--- src/shared/ddr4_cad_params.svh ---
// Offsets, field positions, reset values and counts for the command/address decoder.
// Assumes inclusion by bare name from the design files.
`ifndef DDR4_CAD_PARAMS_SVH
`define DDR4_CAD_PARAMS_SVH
// Register byte offsets
`define CAD_OFS_CTRL 5'h00
`define CAD_OFS_STATUS 5'h04
`define CAD_OFS_MR1 5'h08
`define CAD_OFS_MR5 5'h0C
`define CAD_OFS_BANKS 5'h10
`define CAD_OFS_COUNTS 5'h14
// Reset values
`define CAD_CTRL_RST 2'h1
`define CAD_MR_RST 18'h00000
// Address pin functions
`define CAD_AP_BIT 10
`define CAD_BC_BIT 12
// Mode register fields
`define CAD_MR5_DM_BIT 10
`define CAD_MR5_WDBI_BIT 11
`define CAD_MR5_PAR_HI 2
`define CAD_MR1_TDQS_BIT 11
`define CAD_MR_SEL_MR1 3'h1
`define CAD_MR_SEL_MR5 3'h5
// Burst beat counts
`define CAD_BL_FULL 4'h8
`define CAD_BL_CHOP 4'h4
`endif

--- src/shared/ddr4_cad_pkg.sv ---
// Types for the command/address decoder.
// Assumes nothing of its surroundings.
package ddr4_cad_pkg;
  typedef enum logic [3:0] {
    CMD_NOP = 4'h0, CMD_ACT = 4'h1, CMD_MRS = 4'h2, CMD_REF = 4'h3, CMD_PRE = 4'h4,
    CMD_RFU = 4'h5, CMD_WR = 4'h6, CMD_RD = 4'h7, CMD_ZQC = 4'h8
  } cmd_t;
  typedef enum logic [1:0] {W_X4 = 2'h0, W_X8 = 2'h1, W_X16 = 2'h2} dev_width_t;
  typedef enum logic [1:0] {WS_IDLE = 2'b01, WS_BURST = 2'b10} wr_state_t;
endpackage : ddr4_cad_pkg

--- src/shared/cad_beat_if.sv ---
// Write beat carrier between the decoder and its mask/inversion unit.
// Assumes both ends run on the same clock.
`timescale 1ns/1ps
interface cad_beat_if;
  logic valid;
  logic [7:0] data;
  logic dm_n;
  logic dm_en;
  logic dbi_en;
  logic rst;
  logic out_valid;
  logic out_masked;
  logic [7:0] out_data;
  modport src (output valid, data, dm_n, dm_en, dbi_en, rst, input out_valid, out_masked, out_data);
  modport unit (input valid, data, dm_n, dm_en, dbi_en, rst, output out_valid, out_masked, out_data);
endinterface : cad_beat_if

--- src/verilog/cad_beat_unit.sv ---
// Per-beat data mask and data bus inversion on write data.
// Assumes beats and mode flags come from logic on the same clock.
`timescale 1ns/1ps
module cad_beat_unit (
  // Clock and reset
  input wire logic i_clk,
  input wire logic i_nrst,
  // Beat carrier
  cad_beat_if.unit bif
);

  always_ff @(posedge i_clk) begin
    if (!i_nrst || bif.rst) begin
      bif.out_valid <= 1'b0;
      bif.out_masked <= 1'b0;
      bif.out_data <= 8'h00;
    end else begin
      bif.out_valid <= bif.valid && !(bif.dm_en && !bif.dm_n);
      bif.out_masked <= bif.valid && bif.dm_en && !bif.dm_n;
      if (bif.valid) begin
        bif.out_data <= (bif.dbi_en && !bif.dm_en && !bif.dm_n) ? ~bif.data : bif.data;
      end
    end
  end
endmodule : cad_beat_unit

--- src/verilog/ddr4_cmd_addr_decode.sv ---
// DDR4 command/address decoder with write beat mask/inversion and Avalon-MM status.
// Assumes pins are asynchronous to i_clk and CK is slow enough to be oversampled.
//
// Overview of operation
// - Command decoded from RAS_n, CAS_n, WE_n together with chip select.
// - ACT_n low makes RAS_n/CAS_n/WE_n row bits 16/15/14; high makes them commands.
// - A write beat sampled with mask low is discarded.
// - Mask sampled on both strobe edges, one value per beat.
// - Mask versus inversion function chosen by MR5 bits A10 and A11.
// - On x8, mask versus termination strobe chosen by MR1 bit A11.
// - With inversion on, pin low inverts data, pin high passes it.
// - Bank group inputs select target group of activate, read, write, precharge.
// - Bank address inputs select bank within the group for those commands.
// - Mode register set uses BG0 and bank address to select register.
// - x16 has one bank group input; x4 and x8 have two.
// - Row from address on activate, column on read/write; A17 only on x4.
// - Mode register set takes op-code from the address inputs.
// - A10 high on read/write precharges the bank afterward; low keeps it open.
// - Precharge with A10 high closes all banks, else only the selected one.
// - A12 low on read/write chops the burst; high runs full burst.
// - Reset pin low resets the device regardless of CK; controller holds it high.
// - Commands with chip select high are ignored.
// - Inputs sampled where true clock rises and complement clock is low.
// - When MR5 enables it, even parity is checked over command and address.
`timescale 1ns/1ps
`include "ddr4_cad_params.svh"
module ddr4_cmd_addr_decode #(
  parameter int NBANK = 16
) (
  // Clock and reset
  input wire logic i_clk,
  input wire logic i_nrst,
  // Memory pins
  input wire logic i_reset_n,
  input wire logic i_ck_t,
  input wire logic i_ck_c,
  input wire logic i_cs_n,
  input wire logic i_act_n,
  input wire logic i_ras_n_a16,
  input wire logic i_cas_n_a15,
  input wire logic i_we_n_a14,
  input wire logic [1:0] i_bg,
  input wire logic [1:0] i_ba,
  input wire logic i_a17,
  input wire logic [13:0] i_addr,
  input wire logic i_par,
  input wire logic i_dqs_t,
  input wire logic i_dm_n,
  input wire logic [7:0] i_dq,
  // Decoded command
  output logic o_cmd_valid,
  output logic [3:0] o_cmd,
  output logic [1:0] o_bg,
  output logic [1:0] o_ba,
  output logic [17:0] o_addr,
  output logic o_auto_pre,
  output logic o_burst_chop,
  output logic o_pre_all,
  output logic o_par_err,
  output logic o_in_reset,
  output logic [NBANK-1:0] o_bank_open,
  // Write data
  output logic o_wr_valid,
  output logic [7:0] o_wr_data,
  // Avalon-MM slave
  input wire logic [4:0] i_address,
  input wire logic i_read,
  input wire logic i_write,
  input wire logic [31:0] i_writedata,
  input wire logic [3:0] i_byteenable,
  output logic [31:0] o_readdata,
  output logic o_waitrequest
);

  ////////////////////////////////////////////////////////////////////////////
  // Pin synchroniser
  localparam int PW = 38;
  logic [PW-1:0] sync1_q;
  logic [PW-1:0] sync2_q;
  logic s_reset_n, s_ck_t, s_ck_c, s_dqs, s_dm_n, s_par, s_cs_n, s_act_n;
  logic s_ras_n, s_cas_n, s_we_n, s_a17;
  logic [7:0] s_dq;
  logic [1:0] s_bg, s_ba;
  logic [13:0] s_addr;
  logic ck_prev_q;
  logic dqs_prev_q;

  always_ff @(posedge i_clk) begin
    if (!i_nrst) begin
      sync1_q <= '0;
      sync2_q <= '0;
    end else begin
      sync1_q <= {i_reset_n, i_ck_t, i_ck_c, i_dqs_t, i_dm_n, i_dq, i_par, i_cs_n, i_act_n,
                  i_ras_n_a16, i_cas_n_a15, i_we_n_a14, i_bg, i_ba, i_a17, i_addr};
      sync2_q <= sync1_q;
    end
  end

  assign {s_reset_n, s_ck_t, s_ck_c, s_dqs, s_dm_n, s_dq, s_par, s_cs_n, s_act_n,
          s_ras_n, s_cas_n, s_we_n, s_bg, s_ba, s_a17, s_addr} = sync2_q;

  always_ff @(posedge i_clk) begin
    if (!i_nrst) begin
      ck_prev_q <= 1'b0;
      dqs_prev_q <= 1'b0;
    end else begin
      ck_prev_q <= s_ck_t;
      dqs_prev_q <= s_dqs;
    end
  end

  ////////////////////////////////////////////////////////////////////////////
  // Command decode
  ddr4_cad_pkg::dev_width_t cfg_q;
  ddr4_cad_pkg::cmd_t dec_cmd;
  logic [17:0] mr1_q, mr5_q;
  logic rst_dev, ck_rise, par_bad, take;
  logic is_act, is_pre, is_rw, is_wr, is_mrs;
  logic s_a10, s_a12, a17_eff, tdqs_on;
  logic [1:0] bg_eff;
  logic [2:0] mr_sel;
  logic [3:0] bank_idx;
  logic [17:0] op_word, addr_sel;

  assign rst_dev = !s_reset_n;
  assign ck_rise = s_ck_t && !ck_prev_q && !s_ck_c;
  assign a17_eff = (cfg_q == ddr4_cad_pkg::W_X4) ? s_a17 : 1'b0;
  assign bg_eff = {(cfg_q == ddr4_cad_pkg::W_X16) ? 1'b0 : s_bg[1], s_bg[0]};
  assign bank_idx = {bg_eff, s_ba};
  assign mr_sel = {s_bg[0], s_ba};
  assign s_a10 = s_addr[`CAD_AP_BIT];
  assign s_a12 = s_addr[`CAD_BC_BIT];
  assign op_word = {a17_eff, 3'h0, s_addr};
  assign par_bad = (|mr5_q[`CAD_MR5_PAR_HI:0]) &&
                   (^{s_act_n, s_ras_n, s_cas_n, s_we_n, bg_eff, s_ba, a17_eff, s_addr, s_par});
  assign take = ck_rise && !s_cs_n && !par_bad && !rst_dev;

  always_comb begin
    dec_cmd = ddr4_cad_pkg::CMD_NOP;
    if (!s_act_n) begin
      dec_cmd = ddr4_cad_pkg::CMD_ACT;
    end else begin
      case ({s_ras_n, s_cas_n, s_we_n})
        3'h0: dec_cmd = ddr4_cad_pkg::CMD_MRS;
        3'h1: dec_cmd = ddr4_cad_pkg::CMD_REF;
        3'h2: dec_cmd = ddr4_cad_pkg::CMD_PRE;
        3'h3: dec_cmd = ddr4_cad_pkg::CMD_RFU;
        3'h4: dec_cmd = ddr4_cad_pkg::CMD_WR;
        3'h5: dec_cmd = ddr4_cad_pkg::CMD_RD;
        3'h6: dec_cmd = ddr4_cad_pkg::CMD_ZQC;
        default: dec_cmd = ddr4_cad_pkg::CMD_NOP;
      endcase
    end
  end

  assign is_act = (dec_cmd == ddr4_cad_pkg::CMD_ACT);
  assign is_pre = (dec_cmd == ddr4_cad_pkg::CMD_PRE);
  assign is_wr = (dec_cmd == ddr4_cad_pkg::CMD_WR);
  assign is_rw = is_wr || (dec_cmd == ddr4_cad_pkg::CMD_RD);
  assign is_mrs = (dec_cmd == ddr4_cad_pkg::CMD_MRS);

  always_comb begin
    if (is_act) begin
      addr_sel = {a17_eff, s_ras_n, s_cas_n, s_we_n, s_addr};
    end else if (is_rw) begin
      addr_sel = {8'h00, s_addr[9:0]};
    end else begin
      addr_sel = op_word;
    end
  end

  always_ff @(posedge i_clk) begin
    if (!i_nrst || rst_dev) begin
      o_cmd_valid <= 1'b0;
      o_par_err <= 1'b0;
      o_cmd <= ddr4_cad_pkg::CMD_NOP;
      o_bg <= 2'h0;
      o_ba <= 2'h0;
      o_addr <= 18'h00000;
      o_auto_pre <= 1'b0;
      o_burst_chop <= 1'b0;
      o_pre_all <= 1'b0;
    end else begin
      o_cmd_valid <= take && (dec_cmd != ddr4_cad_pkg::CMD_NOP);
      o_par_err <= ck_rise && !s_cs_n && par_bad;
      if (take) begin
        o_cmd <= dec_cmd;
        o_bg <= bg_eff;
        o_ba <= s_ba;
        o_addr <= addr_sel;
        o_auto_pre <= is_rw && s_a10;
        o_burst_chop <= is_rw && !s_a12;
        o_pre_all <= is_pre && s_a10;
      end
    end
  end

  always_ff @(posedge i_clk) begin
    if (!i_nrst) begin
      o_in_reset <= 1'b1;
    end else begin
      o_in_reset <= rst_dev;
    end
  end

  // Mode register shadows
  always_ff @(posedge i_clk) begin
    if (!i_nrst || rst_dev) begin
      mr1_q <= `CAD_MR_RST;
      mr5_q <= `CAD_MR_RST;
    end else if (take && is_mrs) begin
      if (mr_sel == `CAD_MR_SEL_MR1) begin
        mr1_q <= op_word;
      end
      if (mr_sel == `CAD_MR_SEL_MR5) begin
        mr5_q <= op_word;
      end
    end
  end

  ////////////////////////////////////////////////////////////////////////////
  // Bank open tracking
  genvar gi;
  generate
    for (gi = 0; gi < NBANK; gi++) begin : g_bank
      always_ff @(posedge i_clk) begin
        if (!i_nrst || rst_dev) begin
          o_bank_open[gi] <= 1'b0;
        end else if (take && is_act && bank_idx == 4'(gi)) begin
          o_bank_open[gi] <= 1'b1;
        end else if (take && is_pre && (s_a10 || bank_idx == 4'(gi))) begin
          o_bank_open[gi] <= 1'b0;
        end else if (take && is_rw && s_a10 && bank_idx == 4'(gi)) begin
          o_bank_open[gi] <= 1'b0;
        end
      end
    end
  endgenerate

  ////////////////////////////////////////////////////////////////////////////
  // Write burst capture
  ddr4_cad_pkg::wr_state_t wst_q;
  logic [3:0] left_q;
  logic beat;
  cad_beat_if bif ();

  assign beat = (wst_q == ddr4_cad_pkg::WS_BURST) && (s_dqs != dqs_prev_q);
  assign tdqs_on = (cfg_q == ddr4_cad_pkg::W_X8) && mr1_q[`CAD_MR1_TDQS_BIT];

  always_ff @(posedge i_clk) begin
    if (!i_nrst || rst_dev) begin
      wst_q <= ddr4_cad_pkg::WS_IDLE;
      left_q <= 4'h0;
    end else begin
      case (wst_q)
        ddr4_cad_pkg::WS_IDLE: begin
          if (take && is_wr) begin
            wst_q <= ddr4_cad_pkg::WS_BURST;
            left_q <= s_a12 ? `CAD_BL_FULL : `CAD_BL_CHOP;
          end
        end
        ddr4_cad_pkg::WS_BURST: begin
          if (beat) begin
            left_q <= left_q - 4'h1;
            if (left_q == 4'h1) begin
              wst_q <= ddr4_cad_pkg::WS_IDLE;
            end
          end
        end
        default: wst_q <= ddr4_cad_pkg::WS_IDLE;
      endcase
    end
  end

  assign bif.valid = beat;
  assign bif.data = s_dq;
  assign bif.dm_n = s_dm_n;
  assign bif.dm_en = mr5_q[`CAD_MR5_DM_BIT] && !tdqs_on;
  assign bif.dbi_en = mr5_q[`CAD_MR5_WDBI_BIT] && !tdqs_on;
  assign bif.rst = rst_dev;
  assign o_wr_valid = bif.out_valid;
  assign o_wr_data = bif.out_data;

  cad_beat_unit u_beat (
    .i_clk(i_clk),
    .i_nrst(i_nrst),
    .bif(bif)
  );

  ////////////////////////////////////////////////////////////////////////////
  // Avalon-MM registers
  logic wr_en;
  logic cnt_clr;
  logic [15:0] par_cnt_q, mask_cnt_q;
  logic [31:0] rd_mux;

  assign wr_en = i_write && !o_waitrequest;
  assign cnt_clr = wr_en && (i_address == `CAD_OFS_COUNTS);

  always_ff @(posedge i_clk) begin
    if (!i_nrst) begin
      o_waitrequest <= 1'b1;
    end else begin
      o_waitrequest <= !((i_read || i_write) && o_waitrequest);
    end
  end

  always_ff @(posedge i_clk) begin
    if (!i_nrst) begin
      cfg_q <= ddr4_cad_pkg::dev_width_t'(`CAD_CTRL_RST);
    end else if (wr_en && i_address == `CAD_OFS_CTRL && i_byteenable[0]) begin
      cfg_q <= ddr4_cad_pkg::dev_width_t'(i_writedata[1:0]);
    end
  end

  always_ff @(posedge i_clk) begin
    if (!i_nrst) begin
      par_cnt_q <= 16'h0000;
      mask_cnt_q <= 16'h0000;
    end else begin
      if (o_par_err) begin
        par_cnt_q <= cnt_clr ? 16'h0001 : par_cnt_q + 16'h0001;
      end else if (cnt_clr) begin
        par_cnt_q <= 16'h0000;
      end
      if (bif.out_masked) begin
        mask_cnt_q <= cnt_clr ? 16'h0001 : mask_cnt_q + 16'h0001;
      end else if (cnt_clr) begin
        mask_cnt_q <= 16'h0000;
      end
    end
  end

  always_comb begin
    case (i_address)
      `CAD_OFS_CTRL: rd_mux = {30'h00000000, cfg_q};
      `CAD_OFS_STATUS: rd_mux = {26'h0000000, o_in_reset, wst_q[1], o_cmd};
      `CAD_OFS_MR1: rd_mux = {14'h0000, mr1_q};
      `CAD_OFS_MR5: rd_mux = {14'h0000, mr5_q};
      `CAD_OFS_BANKS: rd_mux = 32'(o_bank_open);
      `CAD_OFS_COUNTS: rd_mux = {mask_cnt_q, par_cnt_q};
      default: rd_mux = 32'h00000000;
    endcase
  end

  always_ff @(posedge i_clk) begin
    if (!i_nrst) begin
      o_readdata <= 32'h00000000;
    end else if (i_read && o_waitrequest) begin
      o_readdata <= rd_mux;
    end
  end
endmodule : ddr4_cmd_addr_decode

--- config.mk ---
export PLATFORM = sky130hd
export DESIGN_NAME = ddr4_cmd_addr_decode
export DESIGN_NICKNAME = d
export VERILOG_FILES = /design/src/shared/ddr4_cad_pkg.sv /design/src/shared/cad_beat_if.sv /design/src/verilog/cad_beat_unit.sv /design/src/verilog/ddr4_cmd_addr_decode.sv
export VERILOG_INCLUDE_DIRS = /design/src /design/src/shared
export SDC_FILE = /design/constraint.sdc
export NUM_CORES = 1
export LEC_CHECK = 0
export ABC_CLOCK_PERIOD_IN_PS = 3200
export BUFFER_PORTS_ARGS = -buffer_cell sky130_fd_sc_hd__buf_2
export CELL_PAD_IN_SITES_DETAIL_PLACEMENT = 1
export CELL_PAD_IN_SITES_GLOBAL_PLACEMENT = 1
export CORE_MARGIN = 2
export CORE_UTILIZATION = 42
export DETAILED_ROUTE_END_ITERATION = 12
export PLACE_DENSITY = 0.84
export SLEW_MARGIN = 15
export SYNTH_ARGS = -nofsm -noshare
export SYNTH_HDL_FRONTEND = slang
export SYNTH_SLANG_ARGS = --single-unit
--- constraint.sdc ---
create_clock -name i_clk -period 3.2 [get_ports i_clk]
set_input_delay 0.64 -clock i_clk [delete_from_list [all_inputs] [get_ports i_clk]]
set_output_delay 0.64 -clock i_clk [all_outputs]
set_load 0.01 [all_outputs]
==> flow_summary.json <==
{
  "status": "complete, no violations",
  "die_area_um2": 23240,
  "seq_area_um2": 4787,
  "die_w_um": 152.5,
  "critPathKind": "register to register",
  "synth.avg_cell_area_um2": 9.445,
  "grt.total_usage": 0.2173,
  "max_cap_viol_count": 0,
  "min_period_over_period": 0.9480,
  "overflow": 0,
  "n_antenna_cell": 0,
  "setup_slack_ns": 0.1665,
  "end_kind": "register",
  "p_leak_nw": 4.511,
  "num_vias": 7572,
  "finalPower_mw": 6.160,
  "tightest_slew_ns": 1.051,
  "r2r_setup_slack_ns": 0.17,
  "required_ns": 3.58,
  "r2r-end": "o_ba[0]",
  "critical_path.endpoint": "o_ba[0]",
  "ys_warn_count": 0,
  "clk_latency_ns": 0.52,
  "ys_top_cells_by_area": "dfxtp_1 52%, and2_1 5.7%, mux2i_1 3.7%, a21oi_1 3.6%, nor2_1 3.5%",
  "antenna_found_initial": 0,
  "postRouteAntennaNets": 0,
  "totalWireLength_mm": 25.64,
  "setup.worst_path.start": "cfg_q[1]",
  "coreArea_um2": 21760,
  "synthArstFlopShare": 0,
  "netlist_instances": 980,
  "die_y_um": 152.5,
  "viasPerCell": 5.347,
  "pre_cts_slack_ns": 0.1471,
  "min_period_ns": 3.033,
  "yosysTopAreaCellShare": 0.5169,
  "multi_input_comb_area_um2": 4150,
  "io_pins": 173,
  "wire_per_inst_um": 18.11,
  "grt_max_degree": 123,
  "ir_worst_vdd_v": 0.0003789,
  "drive_gt1_frac": 0.1928,
  "cts_sinks": 239,
  "synth-edff-count": 0,
  "synth-seq-cells": 239,
  "grt_pass1_vias": 7695,
  "cts_buffers": 25,
  "worstRegToRegCells": 13,
  "root_buffer": "clkbuf_16",
  "grt_pass1_wl_mm": 41.30,
  "slew_headroom": 0.2973,
  "cts_setup_buffers": 0,
  "cts_buffer_depth": 3,
  "initial_core_util": 0.4255,
  "cp.arrival_ns": 3.42,
  "hpwl_mm": 18.29,
  "cts_tree": "yes",
  "crit_fanout": 12,
  "min_path_type": "input port to register",
  "yosys.area.top_type": "dfxtp_1",
  "htree_levels": 1,
  "r2r-start": "cfg_q[1]",
  "place.gp.congestion": 0.8821,
  "drtPass1Iterations": 5,
  "initialDrtViolationCount": 392,
  "numPortBuffers": 139,
  "cp-start-kind": "register",
  "path_clk_slew_ns": 0.06,
  "ys_types": 53,
  "slew_viol_final": 0,
  "clock_skew_ns": 0.009039,
  "synthFlopType": "dfxtp_1",
  "hold_viol_final": 0,
  "finalSetupViolCount": 0,
  "rows": 54,
  "fill_cells": 2528,
  "syn_nets": 1081,
  "yosysSeqAreaShare": 0.5169,
  "area_growth_pct": 20.21,
  "syn_area_um2": 9256,
  "drc": 0,
  "p_per_area_nw_per_um2": 553.6,
  "max_freq_mhz": 329.7,
  "final_net_count": 1223
}
-- how the worst min path moves through the flow --
stage | start | endpoint | slack [ns] | cells after the start
floorplan | sync1_q[0] | sync2_q[0] | 0.41 | 1
global placement | sync1_q[4] | sync2_q[4] | 0.41 | 1
detailed placement | sync1_q[1] | sync2_q[1] | 0.42 | 1
CTS | i_ras_n_a16 | sync1_q[21] | 0.31 | 2
global route | i_addr[8] | sync1_q[8] | 0.30 | 2
finish | i_ras_n_a16 | sync1_q[21] | 0.33 | 2
-- timing repair --
item,CTS,global route
endpoints found under the setup margin,0,80
hold endpoints to repair,0,0
resized for setup,0,5
hold buffers,0,0
-- per-layer routing --
layer | vias to the layer above | wire length [um] | global-route usage
met5 | - | 0 | 0
met3 | 52 | 1329 | 0.03783
met4 | 0 | 829 | 0.07540
met1 | 3701 | 11180 | 0.2827
li1 | 3618 | - | -
met2 | 201 | 12300 | 0.3662
-- layout by cell type (no fill, tap or decap), drive strengths merged, types with 4 or more instances in the layout --
master and count:
a211oi 9, xor2 27, nor2b 17, a21oi 66
nor3 9, nand2 78, nand2b 6, clkbuf 37
buf 171, ha 18, o21ai 42, inv 20
nor2 87, nand3b 4, and2 85, and3 14
xnor2 30, a21boi 16, nand3 53, dfxtp 239
a222oi 5, a22oi 28, a31oi 5, mux2i 34
nand4 6
-- cell type report --
type,instances,share of cell area
Sequential cell,239,0.4302
Multi-Input combinational cell,666,0.3730
Timing Repair Buffer,171,0.08973
Clock buffer,37,0.06477
Tap cell,280,0.03149
Inverter,19,0.006410
Clock inverter,4,0.004385
-- cells by family (layout without fill, tap and decap cells) --
kind of cell | after synthesis | in the layout | share of synthesized area
adder cells (fa/ha/maj) | 18 | 18 | 0.02433
buffers and inverters | 75 | 231 | 0.03663
AO/OA/AOI/OAI | 191 | 191 | 0.1323
XOR/XNOR | 58 | 58 | 0.05650
AND/OR/NAND/NOR | 365 | 365 | 0.1965
multiplexers | 34 | 34 | 0.03677
flip-flops | 239 | 239 | 0.5169
-- flip-flops by register name, indices dropped and copies added, names as in the netlist, 2 cells and up --
name	count
mr1_q	15
mask_cnt_q	16
sync2_q	38
o_bank_open	16
o_bg	2
o_ba	2
o_addr	18
left_q	4
sync1_q	38
u_beat.bif.out_data	8
par_cnt_q	16
mr5_q	15
wst_q	2
o_cmd	4
cfg_q	2
o_readdata	32
-- Yosys cell counts (2+ instances only) --
| master | instances |
|---|---|
| dfxtp_1 | 239 |
| nor2_1 | 87 |
| and2_1 | 85 |
| nand2_1 | 78 |
| a21oi_1 | 66 |
| nand3_1 | 53 |
| clkbuf_1 | 44 |
| o21ai_0 | 39 |
| mux2i_1 | 34 |
| xnor2_1 | 30 |
| a22oi_1 | 28 |
| xor2_1 | 27 |
| ha_1 | 18 |
| inv_1 | 18 |
| nor2b_1 | 17 |
| a21boi_0 | 16 |
| and3_1 | 13 |
| a211oi_1 | 9 |
| nor3_1 | 8 |
| nand2b_1 | 6 |
| nand4_1 | 6 |
| a222oi_1 | 5 |
| a31oi_1 | 5 |
| buf_2 | 4 |
| nand3b_1 | 4 |
| a41o_1 | 3 |
| o211ai_1 | 3 |
| a31o_2 | 2 |
| and4b_1 | 2 |
| buf_1 | 2 |
| buf_12 | 2 |
| clkbuf_2 | 2 |
| o21ai_1 | 2 |
| o31ai_1 | 2 |
| o32ai_1 | 2 |
| o41ai_1 | 2 |
-- where the power goes --
part | internal (mW) | switching, mW
clock | 1.62 | 1.14
sequential | 3.02 | 0.0307
combinational | 0.158 | 0.187
total | 4.80 | 1.36
-- worst max-delay path, stage by stage (launching register included) --
cell	delay (ns)
dfxtp_2	0.38
inv_1	0.09
o21ai_1	0.15
buf_4	0.16
ha_1	0.25
xnor2_2	0.21
xnor2_2	0.15
xnor2_1	0.15
xnor3_2	0.47
o21a_1	0.37
buf_4	0.23
buf_12	0.13
nand2_1	0.07
a21oi_1	0.07
-- per-stage QoR --
step                  util  setup TNS [ns]  hold WS (ns)  cells  instance area, um^2
finish              0.5114               0        0.3269   1416                11130
floorplan                -               0        0.4119    980                 9256
CTS                 0.5106               0        0.3086   1416                11110
global placement    0.4753               0        0.4143   1375                10340
detailed placement  0.4753               0        0.4208   1375                10340
global route        0.5114       -0.007118        0.3033   1416                11130
Power figures use the tool's default switching activity.
